$ cat src/shared/epr_map.svh
// Constants of the execute back end: lanes, stages, widths, encodings.
// Assumes inclusion by the package and the design files by bare name.
`ifndef EPR_MAP_SVH
`define EPR_MAP_SVH
// Lane numbering
`define EPR_NLN   6
`define EPR_A0    0
`define EPR_A1    1
`define EPR_MS    2
`define EPR_BR    3
`define EPR_FA    4
`define EPR_FM    5
// Stage numbering E C M W X T D
`define EPR_NST   7
`define EPR_SE    0
`define EPR_SC    1
`define EPR_SM    2
`define EPR_SW    3
`define EPR_SX    4
`define EPR_ST    5
`define EPR_SD    6
// Widths
`define EPR_DW    32
`define EPR_AGW   6
`define EPR_RW    5
// Load size codes in fn
`define EPR_SZ_B  2'h0
`define EPR_SZ_H  2'h1
`define EPR_SZ_W  2'h2
// Sequential fall-through past branch and delay slot
`define EPR_PC_STEP 32'h8
// Number of helper flows behind a replayed load
`define EPR_NHELP 2
`endif

$ cat src/shared/epr_pkg.sv
// Types and helper functions of the execute back end.
// Assumes epr_map.svh on the include path.
`include "epr_map.svh"
package epr_pkg;

  typedef enum logic [2:0] {
    K_ALU  = 3'h0,  // Single-cycle integer
    K_SIU  = 3'h1,  // Special execution unit
    K_LDU  = 3'h2,  // Doubleword or unsigned word load
    K_LDS  = 3'h3,  // Signed word, halfword, byte load
    K_LDF  = 3'h4,  // Floating-point load
    K_JMPL = 3'h5,  // Register jump or return
    K_BR   = 3'h6,  // Conditional branch
    K_FP   = 3'h7   // Floating-point or graphics op
  } epr_kind_e;

  typedef enum logic [1:0] {
    W_TRAP = 2'h0,
    W_RECIRC = 2'h1,
    W_MISPRED = 2'h2,
    W_JUMP = 2'h3
  } epr_why_e;

  typedef enum logic [1:0] {
    S_IDLE  = 2'h0,
    S_HOLD  = 2'h1,
    S_HELP1 = 2'h2,
    S_HELP2 = 2'h3
  } epr_fsm_e;

  // One instruction slot
  typedef struct packed {
    logic                   vld;
    logic                   hlp;   // Helper flow
    logic                   fb;    // Data comes from fill buffer
    logic                   miss;  // Missed, no write-back
    epr_kind_e              kind;
    logic [1:0]             fn;    // ALU op, load size, predicted dir
    logic [`EPR_RW-1:0]     rd;
    logic [`EPR_AGW-1:0]    age;
    logic [`EPR_DW-1:0]     pc;
    logic [`EPR_DW-1:0]     opa;
    logic [`EPR_DW-1:0]     opb;
    logic [`EPR_DW-1:0]     res;
  } epr_uop_s;

  // Result write or bypass
  typedef struct packed {
    logic               vld;
    logic [`EPR_RW-1:0] rd;
    logic [`EPR_DW-1:0] dat;
  } epr_wb_s;

  // Memory side request
  typedef struct packed {
    logic               vld;
    logic [`EPR_DW-1:0] addr;
  } epr_req_s;

  // Fetch redirect
  typedef struct packed {
    logic               vld;
    epr_why_e           why;
    logic [`EPR_DW-1:0] pc;
  } epr_redir_s;

  // True if age a is cancelled by a kill at age k
  function automatic logic epr_dies(input logic [`EPR_AGW-1:0] a,
                                    input logic [`EPR_AGW-1:0] k,
                                    input logic incl);
    logic signed [`EPR_AGW-1:0] d;
    d = $signed(a - k);
    return incl ? (d >= 0) : (d > 0);
  endfunction

  // Integer ALU: add, shift left, and, xor
  function automatic logic [`EPR_DW-1:0] epr_alu(input logic [1:0] fn,
                                                 input logic [`EPR_DW-1:0] a,
                                                 input logic [`EPR_DW-1:0] b);
    unique case (fn)
      2'h0: return a + b;
      2'h1: return a << b[4:0];
      2'h2: return a & b;
      2'h3: return a ^ b;
    endcase
  endfunction

  // Align and sign extend a loaded value
  function automatic logic [`EPR_DW-1:0] epr_sext(input logic [1:0] sz,
                                                  input logic [`EPR_DW-1:0] d);
    if (sz == `EPR_SZ_B) return {{24{d[7]}}, d[7:0]};
    if (sz == `EPR_SZ_H) return {{16{d[15]}}, d[15:0]};
    return d;
  endfunction

endpackage

$ cat src/design/epr_lane.sv
// One execution lane: seven stage slots advancing each clock.
// Assumes the caller supplies per-stage result updates and the kill.
`timescale 1ns/10ps
`default_nettype none
`include "epr_map.svh"
module epr_lane
  import epr_pkg::*;
(
  // Clock and reset
  input  wire logic clk_sys,
  input  wire logic rst_n,
  // Entry and per-transfer updates
  input  wire epr_uop_s in_uop,
  input  wire logic upd_vld [`EPR_NST-1],
  input  wire epr_uop_s upd_val [`EPR_NST-1],
  // Cancellation
  input  wire logic                kill,
  input  wire logic [`EPR_AGW-1:0] kill_age,
  input  wire logic                kill_incl,
  // Stage contents
  output epr_uop_s  st [`EPR_NST]
);

  epr_uop_s nxt [`EPR_NST-1];

  // Next slot contents with kill applied
  always_comb begin
    for (int i = 0; i < `EPR_NST-1; i++) begin
      nxt[i] = upd_vld[i] ? upd_val[i] : st[i];
      if (kill && epr_dies(nxt[i].age, kill_age, kill_incl)) begin
        nxt[i].vld = 1'b0;
      end
    end
  end

  always_ff @(posedge clk_sys) begin
    if (!rst_n) begin
      for (int i = 0; i < `EPR_NST; i++) st[i] <= '0;
    end else begin
      st[0] <= in_uop;
      for (int i = 0; i < `EPR_NST-1; i++) st[i+1] <= nxt[i];
    end
  end

endmodule // epr_lane
`default_nettype wire

$ cat src/design/epr_exec_pipe.sv
// Back-end control of six execution lanes, traps and recirculation.
// Assumes dispatch presents aged groups; caches answer in stage.
// How it works
// - ALU lanes compute in E and alone bypass E results to dispatch
// - Special-lane integer ops never bypass before C or M
// - Special-lane loads start cache access and address in E
// - FP lanes read FP registers in E, late FP results bypass there
// - Branches resolve in E; mismatch redirects fetch
// - Jumps and returns compute target in E and redirect fetch
// - Doubleword and unsigned word loads return data in C
// - TLB lookup and FP-load prefetch access start in C, answer in M
// - Special unit results bypass at end of C, two cycles latency
// - ALU lanes write working registers in C
// - FP ops execute in C, M, W and finish in X
// - Miss found in M comparing TLB address with tag address
// - Signed loads aligned in M; load data reaches FP lanes in M
// - Special lane writes working registers in W; misses go to L2
// - FP results leaving X bypass to ops entering C next cycle
// - Trap or recirculation copies committed registers to working file
// - Trap in T cancels trapping and younger ops before D
// - D commits integer and FP results
// - Late dependency recirculates: redirect, cancel ops younger than offender
// - Offender replays alone, held in dispatch until resolved
// - Missed load replays from fill buffer followed by two helpers
// - A helper leaves dispatch alone
`timescale 1ns/10ps
`default_nettype none
`include "epr_map.svh"
module epr_exec_pipe
  import epr_pkg::*;
(
  // Clock and reset
  input  wire logic clk_sys,
  input  wire logic rst_n,
  // Dispatch side
  input  wire epr_uop_s disp_uop [`EPR_NLN],
  input  wire logic disp_dep,
  output logic      disp_open_reg,
  output logic      disp_alone_reg,
  // Cache, TLB and fill answers
  input  wire logic [`EPR_DW-1:0] dc_data,
  input  wire logic [`EPR_DW-1:0] fill_data,
  input  wire logic               fill_ready,
  input  wire logic [`EPR_DW-1:0] tlb_pa,
  input  wire logic [`EPR_DW-1:0] tag_pa,
  input  wire logic [`EPR_DW-1:0] siu_res,
  input  wire logic [`EPR_DW-1:0] fpu_res [2],
  // Traps at T
  input  wire logic [`EPR_NLN-1:0] trap_hit,
  input  wire logic [`EPR_DW-1:0]  trap_pc,
  // Bypass and register-file writes
  output epr_wb_s   byp_a_reg [2],
  output epr_wb_s   ms_byp_c_reg,
  output epr_wb_s   ms_byp_m_reg,
  output epr_wb_s   fp_byp_reg [2],
  output epr_wb_s   fp_ld_reg,
  output logic [1:0] frf_rd_reg,
  output epr_wb_s   wrf_a_reg [2],
  output epr_wb_s   wrf_ms_reg,
  output epr_wb_s   arf_wr_reg [3],
  output epr_wb_s   frf_wr_reg [3],
  output logic      wrf_copy_reg,
  // Memory requests
  output epr_req_s  dc_req_reg,
  output epr_req_s  tlb_req_reg,
  output epr_req_s  pc_req_reg,
  output epr_req_s  l2_req_reg,
  output logic      dc_fill_reg,
  // Fetch redirect
  output epr_redir_s fetch_reg
);

  epr_uop_s            st [`EPR_NLN][`EPR_NST];
  epr_uop_s            in_uop [`EPR_NLN];
  epr_uop_s            upd [`EPR_NLN][`EPR_NST-1];
  logic                updv [`EPR_NLN][`EPR_NST-1];
  epr_fsm_e            fsm_reg, fsm_next;
  logic [`EPR_AGW-1:0] hold_age_reg;
  logic [`EPR_DW-1:0]  hold_pc_reg;
  logic                t_any, miss_now, rec, kill, go;
  logic [`EPR_AGW-1:0] t_age, kill_age;
  epr_uop_s            me, ce, be, ms_c, ms_m, ms_w;

  function automatic logic is_ld(input epr_uop_s u);
    return u.kind == K_LDU || u.kind == K_LDS || u.kind == K_LDF;
  endfunction

  function automatic logic is_int(input epr_uop_s u);
    return u.kind != K_LDF && u.kind != K_BR && u.kind != K_FP;
  endfunction

  function automatic epr_wb_s wb(input logic v, input epr_uop_s u,
                                 input logic [`EPR_DW-1:0] d);
    return '{vld: v, rd: u.rd, dat: d};
  endfunction

  assign me   = st[`EPR_MS][`EPR_SE];
  assign ce   = st[`EPR_MS][`EPR_SC];
  assign be   = st[`EPR_BR][`EPR_SE];
  assign ms_c = st[`EPR_MS][`EPR_SC];
  assign ms_m = st[`EPR_MS][`EPR_SM];
  assign ms_w = st[`EPR_MS][`EPR_SW];

  always_comb begin
    t_any = 1'b0;
    t_age = '0;
    for (int l = 0; l < `EPR_NLN; l++) begin
      if (st[l][`EPR_ST].vld && trap_hit[l] &&
          (!t_any || epr_dies(t_age, st[l][`EPR_ST].age, 1'b0))) begin
        t_any = 1'b1;
        t_age = st[l][`EPR_ST].age;
      end
    end
  end

  assign miss_now = ms_m.vld && !ms_m.hlp && !ms_m.fb && is_ld(ms_m) && (tlb_pa != tag_pa);
  // recirculate unless an older trap flushes anyway
  assign rec      = miss_now && !t_any;
  assign kill     = t_any || rec;
  assign kill_age = t_any ? t_age : ms_m.age;

  // Recirculation sequence
  always_comb begin
    fsm_next = fsm_reg;
    unique case (fsm_reg)
      S_IDLE:  if (rec) fsm_next = S_HOLD;
      S_HOLD:  if (t_any) fsm_next = S_IDLE;
               else if (fill_ready && disp_uop[`EPR_MS].vld) fsm_next = S_HELP1;
      S_HELP1: fsm_next = t_any ? S_IDLE : S_HELP2;
      S_HELP2: fsm_next = S_IDLE;
    endcase
  end

  always_ff @(posedge clk_sys) begin
    if (!rst_n) fsm_reg <= S_IDLE;
    else fsm_reg <= fsm_next;
  end

  // Offender identity for the helpers
  always_ff @(posedge clk_sys) begin
    if (!rst_n) begin
      hold_age_reg <= '0;
      hold_pc_reg  <= '0;
    end else if (rec) begin
      hold_age_reg <= ms_m.age;
      hold_pc_reg  <= ms_m.pc;
    end
  end

  // dispatch dependency stalls the whole group
  assign go = fsm_reg == S_IDLE && !disp_dep && !kill;

  // Lane entry
  always_comb begin
    for (int l = 0; l < `EPR_NLN; l++) in_uop[l] = go ? disp_uop[l] : '0;
    // replay alone, only once the fill is there
    if (fsm_reg == S_HOLD && fill_ready && !kill) begin
      in_uop[`EPR_MS]    = disp_uop[`EPR_MS];
      in_uop[`EPR_MS].fb = 1'b1;
    end
    // two helpers follow the replayed load
    // nothing else enters beside a helper
    if ((fsm_reg == S_HELP1 || fsm_reg == S_HELP2) && !kill) begin
      in_uop[`EPR_MS]      = '0;
      in_uop[`EPR_MS].vld  = 1'b1;
      in_uop[`EPR_MS].hlp  = 1'b1;
      in_uop[`EPR_MS].kind = K_LDU;
      in_uop[`EPR_MS].age  = hold_age_reg;
      in_uop[`EPR_MS].pc   = hold_pc_reg;
    end
  end

  // Results written into slots as ops move on
  always_comb begin
    for (int l = 0; l < `EPR_NLN; l++) begin
      for (int i = 0; i < `EPR_NST-1; i++) begin
        updv[l][i] = 1'b0;
        upd[l][i]  = st[l][i];
      end
    end
    for (int l = `EPR_A0; l <= `EPR_A1; l++) begin
      updv[l][`EPR_SE]    = st[l][`EPR_SE].kind == K_ALU;
      upd[l][`EPR_SE].res = epr_alu(st[l][`EPR_SE].fn, st[l][`EPR_SE].opa, st[l][`EPR_SE].opb);
    end
    // Link value and load address captured in E
    updv[`EPR_MS][`EPR_SE] = me.kind == K_JMPL || is_ld(me);
    upd[`EPR_MS][`EPR_SE].res = me.kind == K_JMPL ? me.pc : me.opa + me.opb;
    upd[`EPR_MS][`EPR_SE].opb = me.opa + me.opb;
    // load data and special result taken in C
    updv[`EPR_MS][`EPR_SC] = is_ld(ce) || ce.kind == K_SIU;
    upd[`EPR_MS][`EPR_SC].res = ce.kind == K_SIU ? siu_res : (ce.fb ? fill_data : dc_data);
    // sign extension in M, miss flag carried on
    updv[`EPR_MS][`EPR_SM] = 1'b1;
    upd[`EPR_MS][`EPR_SM].miss = miss_now;
    if (ms_m.kind == K_LDS) upd[`EPR_MS][`EPR_SM].res = epr_sext(ms_m.fn, ms_m.res);
    // FP result ready at the end of W, final in X
    for (int f = 0; f < 2; f++) begin
      updv[`EPR_FA+f][`EPR_SW]    = 1'b1;
      upd[`EPR_FA+f][`EPR_SW].res = fpu_res[f];
    end
  end

  for (genvar g = 0; g < `EPR_NLN; g++) begin : g_lane
    epr_lane u_lane (
      .clk_sys   (clk_sys),
      .rst_n     (rst_n),
      .in_uop    (in_uop[g]),
      .upd_vld   (updv[g]),
      .upd_val   (upd[g]),
      .kill      (kill),
      .kill_age  (kill_age),
      .kill_incl (t_any),
      .st        (st[g])
    );
  end

  // Dispatch status for the coming cycle
  always_ff @(posedge clk_sys) begin
    if (!rst_n) begin
      disp_open_reg  <= 1'b1;
      disp_alone_reg <= 1'b0;
    end else begin
      disp_open_reg  <= fsm_next == S_IDLE;
      disp_alone_reg <= fsm_next == S_HOLD;
    end
  end

  // Early bypass and working-file writes of the ALU lanes
  always_ff @(posedge clk_sys) begin
    for (int l = 0; l < 2; l++) begin
      if (!rst_n) begin
        byp_a_reg[l] <= '0;
        wrf_a_reg[l] <= '0;
      end else begin
        // E-stage bypass only from ALU lanes
        byp_a_reg[l] <= wb(st[l][`EPR_SE].vld && st[l][`EPR_SE].kind == K_ALU, st[l][`EPR_SE],
                           epr_alu(st[l][`EPR_SE].fn, st[l][`EPR_SE].opa, st[l][`EPR_SE].opb));
        wrf_a_reg[l] <= wb(st[l][`EPR_SC].vld && st[l][`EPR_SC].kind == K_ALU,
                           st[l][`EPR_SC], st[l][`EPR_SC].res);
      end
    end
  end

  // Special-lane results
  always_ff @(posedge clk_sys) begin
    if (!rst_n) begin
      ms_byp_c_reg <= '0;
      ms_byp_m_reg <= '0;
      wrf_ms_reg   <= '0;
      fp_ld_reg    <= '0;
    end else begin
      ms_byp_c_reg <= wb(ms_c.vld && !ms_c.hlp && (ms_c.kind == K_LDU || ms_c.kind == K_SIU), ms_c,
                         ms_c.kind == K_SIU ? siu_res : (ms_c.fb ? fill_data : dc_data));
      ms_byp_m_reg <= wb(ms_m.vld && !ms_m.hlp && !miss_now && (ms_m.kind == K_LDS || ms_m.kind == K_JMPL),
                         ms_m, ms_m.kind == K_LDS ? epr_sext(ms_m.fn, ms_m.res) : ms_m.res);
      fp_ld_reg    <= wb(ms_m.vld && !miss_now && ms_m.kind == K_LDF, ms_m, ms_m.res);
      wrf_ms_reg   <= wb(ms_w.vld && !ms_w.hlp && !ms_w.miss && is_int(ms_w), ms_w, ms_w.res);
    end
  end

  // FP operand reads and late bypass
  always_ff @(posedge clk_sys) begin
    for (int f = 0; f < 2; f++) begin
      if (!rst_n) begin
        frf_rd_reg[f] <= 1'b0;
        fp_byp_reg[f] <= '0;
      end else begin
        frf_rd_reg[f] <= st[`EPR_FA+f][`EPR_SE].vld;
        // X result to ops entering C
        fp_byp_reg[f] <= wb(st[`EPR_FA+f][`EPR_SX].vld, st[`EPR_FA+f][`EPR_SX], st[`EPR_FA+f][`EPR_SX].res);
      end
    end
  end

  always_ff @(posedge clk_sys) begin
    for (int l = 0; l < 3; l++) begin
      if (!rst_n) begin
        arf_wr_reg[l] <= '0;
        frf_wr_reg[l] <= '0;
      end else begin
        arf_wr_reg[l] <= wb(st[l][`EPR_SD].vld && !st[l][`EPR_SD].hlp && !st[l][`EPR_SD].miss &&
                            is_int(st[l][`EPR_SD]), st[l][`EPR_SD], st[l][`EPR_SD].res);
        if (l == `EPR_MS) begin
          frf_wr_reg[l] <= wb(st[l][`EPR_SD].vld && !st[l][`EPR_SD].miss && st[l][`EPR_SD].kind == K_LDF,
                              st[l][`EPR_SD], st[l][`EPR_SD].res);
        end else begin
          frf_wr_reg[l] <= wb(st[`EPR_FA+l%2][`EPR_SD].vld, st[`EPR_FA+l%2][`EPR_SD], st[`EPR_FA+l%2][`EPR_SD].res);
        end
      end
    end
  end

  // Memory-side requests
  always_ff @(posedge clk_sys) begin
    if (!rst_n) begin
      dc_req_reg  <= '0;
      tlb_req_reg <= '0;
      pc_req_reg  <= '0;
      l2_req_reg  <= '0;
      dc_fill_reg <= 1'b0;
    end else begin
      dc_req_reg  <= '{vld: me.vld && !me.hlp && !me.fb && is_ld(me), addr: me.opa + me.opb};
      // TLB and prefetch access from C
      tlb_req_reg <= '{vld: ce.vld && !ce.hlp && !ce.fb && is_ld(ce), addr: ce.opb};
      pc_req_reg  <= '{vld: ce.vld && !ce.fb && ce.kind == K_LDF, addr: ce.opb};
      // missed load asks L2 from W
      l2_req_reg  <= '{vld: ms_w.vld && ms_w.miss, addr: ms_w.opb};
      dc_fill_reg <= me.vld && me.hlp;
    end
  end

  // working file restored on any flush
  always_ff @(posedge clk_sys) begin
    if (!rst_n) wrf_copy_reg <= 1'b0;
    else wrf_copy_reg <= kill;
  end

  // Fetch redirect, trap first
  always_ff @(posedge clk_sys) begin
    if (!rst_n) begin
      fetch_reg <= '0;
    end else if (t_any) begin
      fetch_reg <= '{vld: 1'b1, why: W_TRAP, pc: trap_pc};
    end else if (rec) begin
      fetch_reg <= '{vld: 1'b1, why: W_RECIRC, pc: ms_m.pc};
    end else if (be.vld && be.kind == K_BR && be.opa[0] != be.fn[0]) begin
      fetch_reg <= '{vld: 1'b1, why: W_MISPRED, pc: be.opa[0] ? be.opb : be.pc + `EPR_PC_STEP};
    end else if (me.vld && me.kind == K_JMPL) begin
      fetch_reg <= '{vld: 1'b1, why: W_JUMP, pc: me.opa + me.opb};
    end else begin
      fetch_reg <= '0;
    end
  end

  a_alu_bypass: assert property (@(posedge clk_sys) disable iff (!rst_n)
    st[0][`EPR_SE].vld && st[0][`EPR_SE].kind == K_ALU |=> byp_a_reg[0].vld)
    else $error("ALU E result not bypassed");
  a_siu_late: assert property (@(posedge clk_sys) disable iff (!rst_n)
    ms_c.vld && ms_c.kind == K_SIU |=> ms_byp_c_reg.vld && ms_byp_c_reg.dat == $past(siu_res))
    else $error("special result not bypassed from C");
  a_load_start: assert property (@(posedge clk_sys) disable iff (!rst_n)
    me.vld && me.kind == K_LDU && !me.hlp && !me.fb |=> dc_req_reg.vld)
    else $error("load did not start cache access in E");
  a_branch_miss: assert property (@(posedge clk_sys) disable iff (!rst_n)
    be.vld && be.kind == K_BR && be.opa[0] != be.fn[0] |=> fetch_reg.vld)
    else $error("mispredict not sent to fetch");
  a_flush_copy: assert property (@(posedge clk_sys) disable iff (!rst_n)
    rec |=> wrf_copy_reg ##1 !$past(kill) || wrf_copy_reg)
    else $error("flush without register copy");
  a_trap_cancel: assert property (@(posedge clk_sys) disable iff (!rst_n)
    st[1][`EPR_ST].vld && trap_hit[1] |=> !st[1][`EPR_SD].vld ##1 !arf_wr_reg[1].vld)
    else $error("trapping op reached commit");
  a_help_pair: assert property (@(posedge clk_sys) disable iff (!rst_n)
    fsm_reg == S_HOLD && fsm_next == S_HELP1 && !kill |=> me.fb ##1 me.hlp ##1 me.hlp)
    else $error("replayed load not followed by two helpers");
  a_help_solo: assert property (@(posedge clk_sys) disable iff (!rst_n)
    me.vld && me.hlp |-> !st[0][`EPR_SE].vld && !st[1][`EPR_SE].vld && !be.vld &&
    !st[`EPR_FA][`EPR_SE].vld && !st[`EPR_FM][`EPR_SE].vld)
    else $error("instruction issued beside a helper");
  a_lane_step: assert property (@(posedge clk_sys) disable iff (!rst_n)
    st[0][`EPR_SC].vld && !kill |=> st[0][`EPR_SM].vld && st[0][`EPR_SM].age == $past(st[0][`EPR_SC].age))
    else $error("op did not advance one stage");

endmodule // epr_exec_pipe
`default_nettype wire

$ cat config.mk
export PLATFORM = sky130hd
export DESIGN_NAME = epr_exec_pipe
export DESIGN_NICKNAME = d
export VERILOG_FILES = /design/src/shared/epr_pkg.sv /design/src/design/epr_lane.sv /design/src/design/epr_exec_pipe.sv
export VERILOG_INCLUDE_DIRS = /design/src /design/src/shared
export SDC_FILE = /design/constraint.sdc
export NUM_CORES = 2
export LEC_CHECK = 0
export ABC_AREA = 1
export BUFFER_PORTS_ARGS = -buffer_cell sky130_fd_sc_hd__buf_2
export CORE_AREA = 4 4 760 762
export DETAILED_ROUTE_END_ITERATION = 12
export DIE_AREA = 0 0 764 766
export HOLD_SLACK_MARGIN = 0.12
export SLEW_MARGIN = 20
export SYNTH_ARGS = -nofsm -noshare
export SYNTH_HDL_FRONTEND = slang
export SYNTH_SLANG_ARGS = --single-unit
$ cat constraint.sdc
create_clock -name clk_sys -period 25.3 [get_ports clk_sys]
set_input_delay 3.795 -clock clk_sys [delete_from_list [all_inputs] [get_ports clk_sys]]
set_output_delay 3.795 -clock clk_sys [all_outputs]
set_load 0.05 [all_outputs]
==> impl_metrics.toml <==
[setup_path]
start_kind = "input pin"
end_kind = "register"
criticalPathCategory = "in -> reg"
cpMostUsedCell = "nand2_1"
cp.buffers_inverters = 9
cpPeakStageDelay_ps = 450
cp_max_fo = 20
arrival_ps = 16020
required_ps = 26060
critPathTopFamily = "simple AND/OR/NAND/NOR gates"
cp_slowest_cell = "fa_1"

[cells_and_area]
fin_nets = 13680
syn_to_final_growth_pct = 26.84
largest_reg_flops = 1758
nFillCells = 63930
drive_gt1_frac = 0.1726
seqCellArea_um2 = 46730
postLayoutCellArea_um2 = 112700
multi_input_comb_area_um2 = 28900

[cts]
clk_pin_slew_worst_paths_ps = 60
clock_latency_ps = 960
postCtsSetupBuffers = 0
cts_hold_buf = 0
cts_sinks = 2334
clockBufferDepth = 4
cts_buffers = 282
cts-resized-gates = 0
cts_max_level = 5
cts-root-buf = "clkbuf_16"
cts_tree = "done"

[logic_synthesis]
ys_async_sr_fraction = 0
synth_cell_types = 57
synth-seq-cells = 2334
synth_nets = 12550
synth_area_leaders = "dfxtp_1 (53%), nand2_1 (10%), inv_1 (10%), ha_1 (4.2%), nor2_1 (3.3%)"
netlist.area_leader.share = 0.5256
yosys_warnings = 0
yosys-top-cells-count = "nand2_1 (2427), inv_1 (2426), dfxtp_1 (2334), nor2_1 (789), o21ai_0 (495)"
synth_edf_count = 0
synth_seq_area_share = 0.5256
syn_area_per_cell_um2 = 8.038
synthCells = 11060
syn-cell-area_um2 = 88890
yosysTopAreaCell = "dfxtp_1"
synth-main-ff-cell = "dfxtp_1"
yosysMostFrequentCell = "nand2_1"

[global_routing]
antenna_found_initial = 169
grt_overflow = 0
track_usage = 0.1430
grt_pass1_vias = 70470
grt_max_degree = 218
grt_pass1_wl_mm = 580.1

[flow_run]
cap_viol_max_count = 0

[placed_design]
placement.io_buffers = 1523
routabilityCongestion = 0.9047
place_area_um2 = 102700
place_hpwl_mm = 355.8

[status]
outcome = "completed"

[power_and_ir_drop]
cellLeakagePower_nw = 61.43
powerDensity_nw_per_um2 = 79.53
ir_drop_mv = 0.06017

[die]
start_util = 0.1555
core_um2 = 571500
fp.dieW_um = 764
std_cell_rows = 278
fp.dieH_um = 766
die_area_um2 = 585200
io_pins = 1935

[sta]
whs_ps = 360.6
max-slew-margin-rel = 0.1857
max_freq_ghz = 0.06554
setup_viol = 0
hold_viol_final = 0
worst_slew_pin_slew_ps = 1217
period_minus_slack_ps = 15260
clock_skew_ps = 108.1
setup_tns_ps = 0
min_period_over_period = 0.6031
grt_setup_unrepaired = "no"
slew_violations = 0

[detailed_routing]
drc = 0
dr.pass1.iters = 8
postRouteWirelength_mm = 437.3
ant_nets = 0
vias = 73150
wl_per_cell_um = 21.73
drt-vias-per-instance = 3.636
drt_iter0_drc = 5195

[worst_hold_path]
hp-class = "reg -> reg"
-- cell families after synthesis --
kind of cell,Yosys count,synth area share
XOR/XNOR,262,0.02581
multiplexers,13,0.001464
flip-flops,2334,0.5256
buffers and inverters,3218,0.1512
AND/OR/NAND/NOR,3576,0.1582
adder cells (fa/ha/maj),341,0.05163
AO/OA/AOI/OAI,1315,0.08606
-- report_power, final --
part	switching (mW)	total, mW	internal (mW)
combinational	0.627	0.855	0.228
sequential	0.0783	3.88	3.80
clock	1.77	4.24	2.46
total	2.48	8.97	6.49
-- layer usage --
layer | up-vias | GRT usage | part of all wire
li1 | 35350 | - | -
met1 | 34240 | 0.1707 | 0.41
met2 | 2780 | 0.2371 | 0.45
met3 | 706 | 0.04053 | 0.080
met4 | 74 | 0.06504 | 0.055
met5 | - | 0 | 0.0011
-- area by class of cell --
class	instances	area share
Sequential cell	2334	0.4145
Multi-Input combinational cell	5507	0.2563
Tap cell	7560	0.08390
Inverter	2439	0.08131
Timing Repair Buffer	1620	0.07456
Clock buffer	370	0.06960
Clock inverter	129	0.01626
Antenna cell	162	0.003596
-- worst paths after layout --
check        depth (start not counted)                startpoint  slack [ps]                        to
min                                  1  g_lane[0].u_lane.st[146]         360           arf_wr_reg[113]
max reg2reg                         79  g_lane[0].u_lane.st[295]       12670  g_lane[3].u_lane.st[443]
max                                 80               trap_hit[0]       10040  g_lane[3].u_lane.st[443]
min reg2reg                          1  g_lane[0].u_lane.st[146]         360           arf_wr_reg[113]
-- through the flow --
stage	power (mW)	worst slack, ps	cells	util
finish	8.966	10040	20120	0.1973
global route	9.342	8497	20070	0.1970
CTS	9.139	9887	19960	0.1966
detailed placement	4.822	8861	19460	0.1796
global placement	4.816	8811	19460	0.1796
floorplan	4.444	3898	11060	-
-- cell usage in the layout (no fill, tap or decap), types with 27 or more instances in the layout --
cell type     n
clkinv_2     44
xnor2_1      70
a221oi_1     27
o21ai_1      29
ha_1        298
clkbuf_1     42
nor3_1       31
clkbuf_16   282
nand2_1    2422
o211ai_1    143
nor4_1       28
o22ai_1      56
buf_4        93
o21ai_0     480
clkbuf_8     46
xor2_1      192
fa_1         43
a31oi_1      50
diode_2     162
a21oi_1     391
nand4_1      29
inv_1      2423
buf_2      1522
nor2_1      783
nand3b_1     27
nand3_1     211
dfxtp_1    2332
Note: power is estimated with default switching activity, not from simulation.
